<file path="src/logic/uce_pkg.sv">
// shared constants, types and helpers for the serial port with console entry
`default_nettype none
package uce_pkg;

  // processor i/o addresses of the three port registers
  localparam logic [15:0] XIO_STATUS = 16'hFFFE;
  localparam logic [15:0] XIO_RXBUF  = 16'hFFFF;
  localparam logic [15:0] XIO_TXBUF  = 16'h7FFF;

  // status bit positions
  localparam int unsigned ST_DATA_READY   = 0;
  localparam int unsigned ST_SHIFT_EMPTY  = 1;
  localparam int unsigned ST_HOLD_EMPTY   = 2;
  localparam int unsigned ST_CONSOLE_REQ  = 3;
  localparam int unsigned ST_PARITY_ERR   = 4;
  localparam int unsigned ST_FRAMING_ERR  = 5;
  localparam int unsigned ST_OVERRUN_ERR  = 6;
  localparam int unsigned ST_RX_ERR_SUM   = 7;

  // line format and timing
  localparam int unsigned BAUD_RATE      = 9600;
  localparam int unsigned DATA_BITS      = 8;
  localparam logic [3:0]  TICKS_PER_BIT  = 4'hF;  // timer edges per bit - 1
  localparam logic [3:0]  TICKS_HALF_BIT = 4'h7;  // to mid of start bit
  localparam logic [2:0]  LAST_DATA_BIT  = 3'h7;

  // reset values
  localparam logic [7:0]  BYTE_RST  = 8'h00;
  localparam logic [15:0] WORD_RST  = 16'h0000;
  localparam logic [3:0]  TICK_RST  = 4'h0;
  localparam logic [2:0]  BIT_RST   = 3'h0;

  // console command letters, upper case only
  localparam logic [7:0] ASC_EXAMINE  = 8'h45;
  localparam logic [7:0] ASC_MODIFY   = 8'h4D;
  localparam logic [7:0] ASC_CONTINUE = 8'h43;
  localparam logic [7:0] ASC_RUN      = 8'h52;

  typedef enum logic [2:0] {
    CMD_NONE     = 3'b000,
    CMD_EXAMINE  = 3'b001,
    CMD_MODIFY   = 3'b010,
    CMD_CONTINUE = 3'b011,
    CMD_RUN      = 3'b100,
    CMD_UNKNOWN  = 3'b101
  } uce_cmd_e;

  typedef enum logic [2:0] {
    LN_IDLE   = 3'b000,
    LN_START  = 3'b001,
    LN_DATA   = 3'b010,
    LN_PARITY = 3'b011,
    LN_STOP   = 3'b100
  } uce_line_e;

  typedef struct packed {
    logic rxErrSum;
    logic overrunErr;
    logic framingErr;
    logic parityErr;
    logic consoleReq;
    logic holdEmpty;
    logic shiftEmpty;
    logic dataReady;
  } uce_status_s;

  typedef struct packed {
    logic [7:0] data;
    logic       framingErr;
    logic       parityErr;
  } uce_rxchar_s;

  // parity bit that makes the count of ones in data plus parity odd
  function automatic logic uce_odd_parity(input logic [7:0] d);
    uce_odd_parity = ~(^d);
  endfunction : uce_odd_parity

endpackage : uce_pkg
`default_nettype wire

</file>
<file path="src/logic/uce_uart.sv">
// serial port with double-buffered transmitter and console mode entry
`timescale 1ns/1ps
`default_nettype none
// Contract
// - transmitter has a shift stage and a holding buffer for the next byte
// - status bit 2 shows holding buffer empty, high means ready for a byte
// - status bit 1 shows shifter empty, low while a character shifts out
// - transmit write keeps the low byte and drops holding-empty
// - buffered byte moves to shifter on its own, holding-empty rises again
// - each received character lands in the receive buffer low byte
// - status bit 7 is the OR of overrun, framing and parity errors
// - status bits 6, 5, 4 are overrun, framing and parity error
// - status bit 0 is data ready, rising when a character completes
// - reading the receive buffer returns the eight bits in the low byte
// - status bit 3 mirrors the console request input
// - console request high at the first edge after reset release enters console mode
// - breakpoint reads status, bit 4 low makes it a no-operation
// - breakpoint with bit 4 high enters console mode, awaits a command
// - console mode starts the console program on this serial port
// - commands start with letters for examine, modify, continue or run
// - console program examines, modifies, continues or runs anywhere
// - link is 9600 baud, 8 data bits, odd parity, one stop bit
module uce_uart (
  input  wire logic        mclk,          // system clock, 250 MHz
  input  wire logic        rst_b,         // sync master reset, active low
  input  wire logic        timClk,        // timer clock, sets the baud rate
  input  wire logic [15:0] xioAddr,       // i/o instruction address
  input  wire logic        xioWr,         // output instruction strobe
  input  wire logic        xioRd,         // input instruction strobe
  input  wire logic [15:0] xioWdata,      // source register value
  output logic      [15:0] xioRdata,      // destination register value
  output logic             xioAck,        // pulse: read data valid
  input  wire logic        rxLine,        // serial receive line
  output logic             txLine,        // serial transmit line
  input  wire logic        consoleReq,    // console request discrete
  input  wire logic        bptExec,       // pulse: breakpoint executes
  output logic             bptNop,        // pulse: breakpoint ignored
  output logic             consoleEnter,  // pulse: start console program
  input  wire logic        consoleExit,   // pulse: continue or run done
  output logic             consoleMode,   // level: console mode active
  output logic             cmdValid,      // pulse: console command letter
  output uce_pkg::uce_cmd_e cmdCode       // decoded command letter
);

  // timer clock edge gives the sampling tick of both directions
  logic timPrev_reg;
  wire  baudTick = timClk && !timPrev_reg;

  // ---------------- register access decode ----------------
  wire selStatus = (xioAddr == uce_pkg::XIO_STATUS);
  wire selRxBuf  = (xioAddr == uce_pkg::XIO_RXBUF);
  wire selTxBuf  = (xioAddr == uce_pkg::XIO_TXBUF);
  wire txWrite   = xioWr && selTxBuf;
  wire rxRead    = xioRd && selRxBuf;

  // ---------------- transmitter state ----------------
  uce_pkg::uce_line_e txState_reg;
  uce_pkg::uce_line_e txState_next;
  logic [7:0] hold_reg;
  logic [7:0] shift_reg;
  logic       holdEmpty_reg;
  logic       shiftEmpty_reg;
  logic [3:0] txTick_reg;
  logic [2:0] txBit_reg;
  logic       txPar_reg;

  wire bitEnd  = baudTick && (txTick_reg == uce_pkg::TICKS_PER_BIT);
  wire txMove  = (txState_reg == uce_pkg::LN_IDLE) && !holdEmpty_reg;
  wire txLast  = (txBit_reg == uce_pkg::LAST_DATA_BIT);

  // ---------------- receiver state ----------------
  uce_pkg::uce_rxchar_s rxChar;
  logic                 rxDone;
  logic [7:0]           rxBuf_reg;
  logic                 dataReady_reg;
  logic                 overrun_reg;
  logic                 framing_reg;
  logic                 parity_reg;

  // ---------------- console state ----------------
  logic bootCheck_reg;
  logic consoleMode_reg;
  uce_pkg::uce_status_s status;

  assign status.dataReady  = dataReady_reg;
  assign status.shiftEmpty = shiftEmpty_reg;
  assign status.holdEmpty  = holdEmpty_reg;
  assign status.consoleReq = consoleReq;
  assign status.parityErr  = parity_reg;
  assign status.framingErr = framing_reg;
  assign status.overrunErr = overrun_reg;
  assign status.rxErrSum   = overrun_reg | framing_reg | parity_reg;

  // console-enable shares bit 4 with the parity flag; the breakpoint
  // looks at whatever the status word holds there at that moment
  wire consoleEnable = status.parityErr;
  wire bptEnter      = bptExec && consoleEnable;
  wire bootEnter     = bootCheck_reg && consoleReq;

  // upper-case letters only; anything else is unknown
  wire [7:0] cmdChar = rxChar.data;
  wire cmdE = (cmdChar == uce_pkg::ASC_EXAMINE);
  wire cmdM = (cmdChar == uce_pkg::ASC_MODIFY);
  wire cmdC = (cmdChar == uce_pkg::ASC_CONTINUE);
  wire cmdR = (cmdChar == uce_pkg::ASC_RUN);
  wire cmdGood = !(rxChar.framingErr || rxChar.parityErr);
  uce_pkg::uce_cmd_e cmdDecoded;
  assign cmdDecoded = cmdE ? uce_pkg::CMD_EXAMINE  :
                      cmdM ? uce_pkg::CMD_MODIFY   :
                      cmdC ? uce_pkg::CMD_CONTINUE :
                      cmdR ? uce_pkg::CMD_RUN      :
                             uce_pkg::CMD_UNKNOWN;

  wire [15:0] rdMux = selStatus ? {8'h00, status}   :
                      selRxBuf  ? {8'h00, rxBuf_reg} :
                                  uce_pkg::WORD_RST;

  uce_rx_frame u_rx (
    .mclk     (mclk),
    .rst_b    (rst_b),
    .baudTick (baudTick),
    .rxLine   (rxLine),
    .rxChar   (rxChar),
    .rxDone   (rxDone)
  );

  // ---------------- transmitter sequencing ----------------
  always_comb begin
    txState_next = txState_reg;
    unique case (txState_reg)
      uce_pkg::LN_IDLE:   if (txMove) txState_next = uce_pkg::LN_START;
      uce_pkg::LN_START:  if (bitEnd) txState_next = uce_pkg::LN_DATA;
      uce_pkg::LN_DATA:   if (bitEnd && txLast)
                            txState_next = uce_pkg::LN_PARITY;
      uce_pkg::LN_PARITY: if (bitEnd) txState_next = uce_pkg::LN_STOP;
      uce_pkg::LN_STOP:   if (bitEnd) txState_next = uce_pkg::LN_IDLE;
      default:            txState_next = uce_pkg::LN_IDLE;
    endcase
  end

  always_ff @(posedge mclk) begin
    if (!rst_b) begin
      timPrev_reg <= 1'b0;
      txState_reg <= uce_pkg::LN_IDLE;
    end else begin
      timPrev_reg <= timClk;
      txState_reg <= txState_next;
    end
  end

  always_ff @(posedge mclk) begin
    if (!rst_b) begin
      txTick_reg  <= uce_pkg::TICK_RST;
      txBit_reg   <= uce_pkg::BIT_RST;
      txPar_reg   <= 1'b0;
    end else begin
      if (txState_reg == uce_pkg::LN_IDLE)
        txTick_reg <= uce_pkg::TICK_RST;
      else if (baudTick)
        txTick_reg <= bitEnd ? uce_pkg::TICK_RST : txTick_reg + 4'h1;
      if (txMove) begin
        txBit_reg <= uce_pkg::BIT_RST;
        txPar_reg <= uce_pkg::uce_odd_parity(hold_reg);
      end else if (bitEnd && txState_reg == uce_pkg::LN_DATA) begin
        txBit_reg <= txBit_reg + 3'h1;
      end
    end
  end

  // the pin follows the state being entered, so each bit edge is one
  // register stage from its tick (two stages between data bits) and never glitches
  always_ff @(posedge mclk) begin
    if (!rst_b) begin
      txLine <= 1'b1;
    end else begin
      unique case (txState_next)
        uce_pkg::LN_START:  txLine <= 1'b0;
        uce_pkg::LN_DATA:   txLine <= shift_reg[0];
        uce_pkg::LN_PARITY: txLine <= txPar_reg;
        default:            txLine <= 1'b1;
      endcase
    end
  end

  // holding buffer and shifter; a write in the same cycle as the move
  // refills the holding buffer, so the write's empty-low wins
  always_ff @(posedge mclk) begin
    if (!rst_b) begin
      hold_reg       <= uce_pkg::BYTE_RST;
      shift_reg      <= uce_pkg::BYTE_RST;
      holdEmpty_reg  <= 1'b1;
      shiftEmpty_reg <= 1'b1;
    end else begin
      if (txWrite) begin
        hold_reg      <= xioWdata[7:0];
        holdEmpty_reg <= 1'b0;
      end else if (txMove) begin
        holdEmpty_reg <= 1'b1;
      end
      if (txMove) begin
        shift_reg      <= hold_reg;
        shiftEmpty_reg <= 1'b0;
      end else begin
        if (bitEnd && txState_reg == uce_pkg::LN_DATA)
          shift_reg <= {1'b0, shift_reg[7:1]};
        if (bitEnd && txState_reg == uce_pkg::LN_STOP)
          shiftEmpty_reg <= 1'b1;
      end
    end
  end

  // ---------------- receive buffer and flags ----------------
  // a character finishing in the read cycle keeps data ready set
  always_ff @(posedge mclk) begin
    if (!rst_b) begin
      rxBuf_reg     <= uce_pkg::BYTE_RST;
      dataReady_reg <= 1'b0;
      overrun_reg   <= 1'b0;
      framing_reg   <= 1'b0;
      parity_reg    <= 1'b0;
    end else begin
      if (rxDone) begin
        rxBuf_reg     <= rxChar.data;
        framing_reg   <= rxChar.framingErr;
        parity_reg    <= rxChar.parityErr;
        overrun_reg   <= dataReady_reg && !rxRead;
        dataReady_reg <= 1'b1;
      end else if (rxRead) begin
        dataReady_reg <= 1'b0;
      end
    end
  end

  // ---------------- processor read path ----------------
  always_ff @(posedge mclk) begin
    if (!rst_b) begin
      xioAck <= 1'b0;
    end else begin
      xioAck <= xioRd;
    end
  end

  // read data holds until the next read, as software may sample it late
  always_ff @(posedge mclk) begin
    if (!rst_b) begin
      xioRdata <= uce_pkg::WORD_RST;
    end else if (xioRd) begin
      xioRdata <= rdMux;
    end
  end

  // ---------------- console entry ----------------
  // the request pin is caught on the first edge after reset release,
  // so it must still be high then
  wire enterReq   = bootEnter || bptEnter;
  wire enterPulse = enterReq && !consoleMode_reg;
  wire nopPulse   = bptExec && !consoleEnable;
  wire cmdTake    = rxDone && consoleMode_reg && cmdGood;

  always_ff @(posedge mclk) begin
    if (!rst_b) begin
      bootCheck_reg <= 1'b1;
    end else begin
      bootCheck_reg <= 1'b0;
    end
  end

  // entry wins over a simultaneous exit, so a breakpoint is never lost
  always_ff @(posedge mclk) begin
    if (!rst_b) begin
      consoleMode_reg <= 1'b0;
    end else if (enterReq) begin
      consoleMode_reg <= 1'b1;
    end else if (consoleExit) begin
      consoleMode_reg <= 1'b0;
    end
  end

  always_ff @(posedge mclk) begin
    if (!rst_b) begin
      consoleEnter <= 1'b0;
      bptNop       <= 1'b0;
    end else begin
      consoleEnter <= enterPulse;
      bptNop       <= nopPulse;
    end
  end

  // command letters are flagged only while the console program listens
  always_ff @(posedge mclk) begin
    if (!rst_b) begin
      cmdValid <= 1'b0;
      cmdCode  <= uce_pkg::CMD_NONE;
    end else begin
      cmdValid <= cmdTake;
      if (cmdTake)
        cmdCode <= cmdDecoded;
    end
  end

  // the console program itself reaches registers and memories
  assign consoleMode = consoleMode_reg;

endmodule : uce_uart
`default_nettype wire

</file>
<file path="src/logic/uce_rx_frame.sv">
// serial receiver: start detect, 8 data bits, odd parity, one stop bit
`timescale 1ns/1ps
`default_nettype none
module uce_rx_frame (
  input  wire logic                 mclk,      // system clock
  input  wire logic                 rst_b,     // sync reset, active low
  input  wire logic                 baudTick,  // one pulse per timer edge
  input  wire logic                 rxLine,    // serial input, idle high
  output uce_pkg::uce_rxchar_s      rxChar,    // last finished character
  output logic                      rxDone     // pulse: character finished
);

  uce_pkg::uce_line_e state_reg;
  uce_pkg::uce_line_e state_next;
  logic [3:0]         tick_reg;
  logic [2:0]         bit_reg;
  logic [7:0]         shift_reg;
  logic               parOk_reg;

  wire sampleNow = baudTick && (tick_reg == TICKS_LAST(state_reg));
  wire lastBit   = (bit_reg == uce_pkg::LAST_DATA_BIT);

  // state is an argument so the continuous assignment sees its changes
  function automatic logic [3:0] TICKS_LAST(input uce_pkg::uce_line_e s);
    TICKS_LAST = (s == uce_pkg::LN_START) ?
                 uce_pkg::TICKS_HALF_BIT : uce_pkg::TICKS_PER_BIT;
  endfunction : TICKS_LAST

  always_comb begin
    state_next = state_reg;
    unique case (state_reg)
      uce_pkg::LN_IDLE:   if (!rxLine) state_next = uce_pkg::LN_START;
      uce_pkg::LN_START: begin
        // a glitch shorter than half a bit is dropped
        if (sampleNow) state_next = rxLine ? uce_pkg::LN_IDLE
                                            : uce_pkg::LN_DATA;
      end
      uce_pkg::LN_DATA:   if (sampleNow && lastBit)
                            state_next = uce_pkg::LN_PARITY;
      uce_pkg::LN_PARITY: if (sampleNow) state_next = uce_pkg::LN_STOP;
      uce_pkg::LN_STOP:   if (sampleNow) state_next = uce_pkg::LN_IDLE;
      default:            state_next = uce_pkg::LN_IDLE;
    endcase
  end

  always_ff @(posedge mclk) begin
    if (!rst_b) begin
      state_reg <= uce_pkg::LN_IDLE;
      tick_reg  <= uce_pkg::TICK_RST;
      bit_reg   <= uce_pkg::BIT_RST;
      shift_reg <= uce_pkg::BYTE_RST;
      parOk_reg <= 1'b1;
      rxChar    <= '0;
      rxDone    <= 1'b0;
    end else begin
      state_reg <= state_next;
      rxDone    <= 1'b0;
      if (state_reg == uce_pkg::LN_IDLE) begin
        tick_reg <= uce_pkg::TICK_RST;
        bit_reg  <= uce_pkg::BIT_RST;
      end else if (baudTick) begin
        tick_reg <= sampleNow ? uce_pkg::TICK_RST : tick_reg + 4'h1;
      end
      if (sampleNow && state_reg == uce_pkg::LN_DATA) begin
        shift_reg <= {rxLine, shift_reg[7:1]};  // lsb first
        bit_reg   <= bit_reg + 3'h1;
      end
      if (sampleNow && state_reg == uce_pkg::LN_PARITY)
        parOk_reg <= (rxLine == uce_pkg::uce_odd_parity(shift_reg));
      if (sampleNow && state_reg == uce_pkg::LN_STOP) begin
        rxChar.data       <= shift_reg;
        rxChar.framingErr <= !rxLine;
        rxChar.parityErr  <= !parOk_reg;
        rxDone            <= 1'b1;
      end
    end
  end

endmodule : uce_rx_frame
`default_nettype wire

</file>
<file path="config.mk">
export PLATFORM = sky130hd
export DESIGN_NAME = uce_uart
export DESIGN_NICKNAME = d
export VERILOG_FILES = /design/src/logic/uce_pkg.sv /design/src/logic/uce_uart.sv /design/src/logic/uce_rx_frame.sv
export SDC_FILE = /design/constraint.sdc
export NUM_CORES = 1
export LEC_CHECK = 0
export ABC_CLOCK_PERIOD_IN_PS = 4800
export BUFFER_PORTS_ARGS = -buffer_cell sky130_fd_sc_hd__buf_4
export CAP_MARGIN = 20
export CORE_MARGIN = 2
export CORE_UTILIZATION = 60
export DETAILED_ROUTE_END_ITERATION = 10
export PLACE_DENSITY = 0.84
export SLEW_MARGIN = 15
export SYNTH_ARGS = -nofsm -noshare
export SYNTH_HDL_FRONTEND = slang
export SYNTH_HIERARCHICAL = 1
export SYNTH_SLANG_ARGS = --single-unit
export TNS_END_PERCENT = 10
</file>
<file path="constraint.sdc">
create_clock -name mclk -period 4.8 [get_ports mclk]
set_input_delay 1.2 -clock mclk [delete_from_list [all_inputs] [get_ports mclk]]
set_output_delay 1.2 -clock mclk [all_outputs]
set_load 0.05 [all_outputs]
</file>
==> results.toml <==
[outcome]
status = "finished clean"

[timing]
finalCritPeriodShare = 0.557
grt_setup_unrepaired = "no"
tns_ns = 0
worst_pin_slew_ns = 1.00
fmax_ghz = 0.374
timing.final.hold_violations = 0
period_needed_ns = 2.67
setup_viol = 0
maxSlewHeadroom = 0.329
slew_violations = 0
fin_skew_ns = 0.00689

[place]
place.port_buffers = 49
place_inst = 529
gp_congestion = 0.834
dpl.hpwl_mm = 5.57

[synth]
ys_warn_count = 6
synth-seq-area-share = 0.452
synth_top_flop_cell = "dfxtp_1"
synthesis.area_um2 = 3990
async_flop_share = 0
syn_inst = 430
synth-seq-cells = 90
synth_edf_count = 0
syn_area_per_cell_um2 = 9.28
synth.distinct_cells = 54

[clock_tree]
clk-insertion-delay-late_ns = 0.36
cts_tree = "yes"
clk_pin_slew_ns = 0.09
cts_made_buffers = 9
postCtsHoldBufs = 0
postCtsSetupBuffers = 0
cts_htree_levels = 3
root_buffer = "clkbuf_8"
cts_num_sinks = 90
clock_path_buffers = 2
post_cts_resized = 0

[cells_and_area]
antenna-diode-count = 0
instances_no_fill = 545
fin_nets = 510
largest_reg_flops = 10
area_delta_synth_final_pct = 12.5
layout_common_cells = "dfxtp_1 (90), nor2_1 (50), buf_4 (49)"
post-route-util = 0.703
layout_commonest_cell = "dfxtp_1"
drive_gt1_frac = 0.167
regMostFlops = "u_rx/rxChar"

[worst_hold_path]
worstHoldEndpoint = "xioRdata[7]"
hold_depth = 2
hold_path_class = "reg -> reg"
hold_start = "xioRdata[7]"

[setup_path]
ff2ff_setup_slack_ns = 2.52
endpoint_kind = "register"
worstPathRequired_ns = 5.02
worstPathArrival_ns = 2.89
path_class = "in -> reg"
crit_buf_inv = 1
r2r-end = "shift_reg[6]"
slowest_delay_ns = 0.78
r2r_cells = 6
reg2reg_from = "txTick_reg[0]"
path_delay_family = "simple AND/OR/NAND/NOR gates"
crit_slowest_cell = "nor3_2"
crit_fanout = 11
worstSetupStartpointType = "primary input"
cp_cell_sequence = "buf_4 > and3b_1 > nand3_1 > nor3_2 > mux2i_1 > a21oi_1"

[global_route]
grt_usage = 0.227
overflow = 0
grt_antenna_before_repair = 0
grt_pass1_vias = 2935
grt_max_degree = 33
grt_pass1_wl_mm = 13.3

[pwr]
power_frac_clock = 0.373
p_switching_mw = 0.334
ir_drop_mv = 0.239
seqPwrFrac = 0.556
p_per_area_nw_per_um2 = 303
switching_share = 0.245
combPwrFrac = 0.071
intPower_mw = 1.03
leakage_nw = 1.84

[floorplanning]
core-area_um2 = 6390
die_width_um = 85.6
initial_core_util = 0.625
die_height_um = 85.6
ios = 66
die_area_um2 = 7320
rows = 29

[detailed_routing]
wl_mm = 7.94
via_per_inst = 5.65
routedWlPerCell_um = 14.6
drt_iter0_drc = 130
drtPass1Iterations = 4
drc_errors = 0
vias = 3079
ant_nets = 0

[flow_run]
max-cap-violations = 0
==> worst min-delay path: cells and delay by family, from the launching register on <==
kind / cells / cell delay [ns]
flip-flops: 1 / 0.32
AND/OR/NAND/NOR: 1 / 0.06
AO/OA/AOI/OAI: 1 / 0.05
==> cells by family (layout without fill, tap and decap cells) <==
logic type / Yosys count / count (layout) / synth area share
mux: 38 / 38 / 0.0953
fa+ha+maj: 6 / 6 / 0.0188
xor+xnor: 21 / 21 / 0.0495
buf+inv: 42 / 73 / 0.0542
flops: 90 / 90 / 0.452
other cells: 1 / 8 / 0.000940
simple gates: 144 / 144 / 0.198
compound gates: 88 / 88 / 0.131
==> synth_stat cells, drive strengths merged (3+ instances only) <==
cell type | instances | area [µm²]
nand4b | 3 | 26.3
ha | 6 | 75.1
xnor2 | 14 | 123
a21oi | 37 | 185
dfxtp | 90 | 1800
nand3b | 3 | 22.5
nor2 | 50 | 188
nor3 | 8 | 50.1
buf | 21 | 138
mux2i | 38 | 380
nand2 | 32 | 130
o31ai | 3 | 22.5
a22oi | 10 | 75.1
o21ai | 22 | 110
nor3b | 5 | 47.5
nand4 | 8 | 71.3
inv | 8 | 30.0
and2 | 6 | 37.5
nand3 | 7 | 35.0
nor4 | 3 | 48.8
nand2b | 10 | 62.6
xor2 | 6 | 52.6
clkbuf | 13 | 48.8
==> worst max-delay path by stage <==
stage                         to  cells past startpoint  startpoint
floorplan            overrun_reg                      5  xioAddr[1]
global placement    shift_reg[5]                      6      timClk
detailed placement  shift_reg[4]                      6      timClk
CTS                 shift_reg[6]                      6      timClk
global route        shift_reg[2]                      6      timClk
finish              shift_reg[6]                      6      timClk
==> per-layer routing <==
layer	vias up	track usage	part of all wire
met1	1466	0.283	0.45
met4	0	0.0851	0.016
met3	13	0.0481	0.032
met5	-	0	0
li1	1545	-	-
met2	55	0.385	0.50
==> stage by stage <==
stage                     hold slack [ns]  power [mW]  setup WS [ns]  instance area [µm²]
final                               0.472        1.36           2.13                 4490
after global routing                0.507        1.41           1.99                 4490
after CTS                           0.474        1.37           2.14                 4490
after detailed placement            0.461       0.870           1.76                 4290
after global placement              0.456       0.868           1.84                 4290
after floorplan                     0.436       0.839           2.36                 4020
==> power groups by stage <==
stage          logic [mW]  clock network, mW  registers, mW
2_1_floorplan      0.0507                  0          0.788
3_3_place_gp       0.0940                  0          0.774
3_5_place_dp       0.0958                  0          0.774
4_1_cts            0.0963              0.514          0.757
5_1_grt             0.103              0.545          0.758
6_report           0.0959              0.508          0.757
==> area by class of cell <==
class	count	area (µm²)
inverter	8	30.0
clock buffer	10	128
tap	77	96.3
fill	492	1900
timing repair buffer	49	368
sequential	90	1800
multi-input combinational	305	2000
clock inverter	6	66.3
No activity file was read; power rests on OpenSTA's default activity.
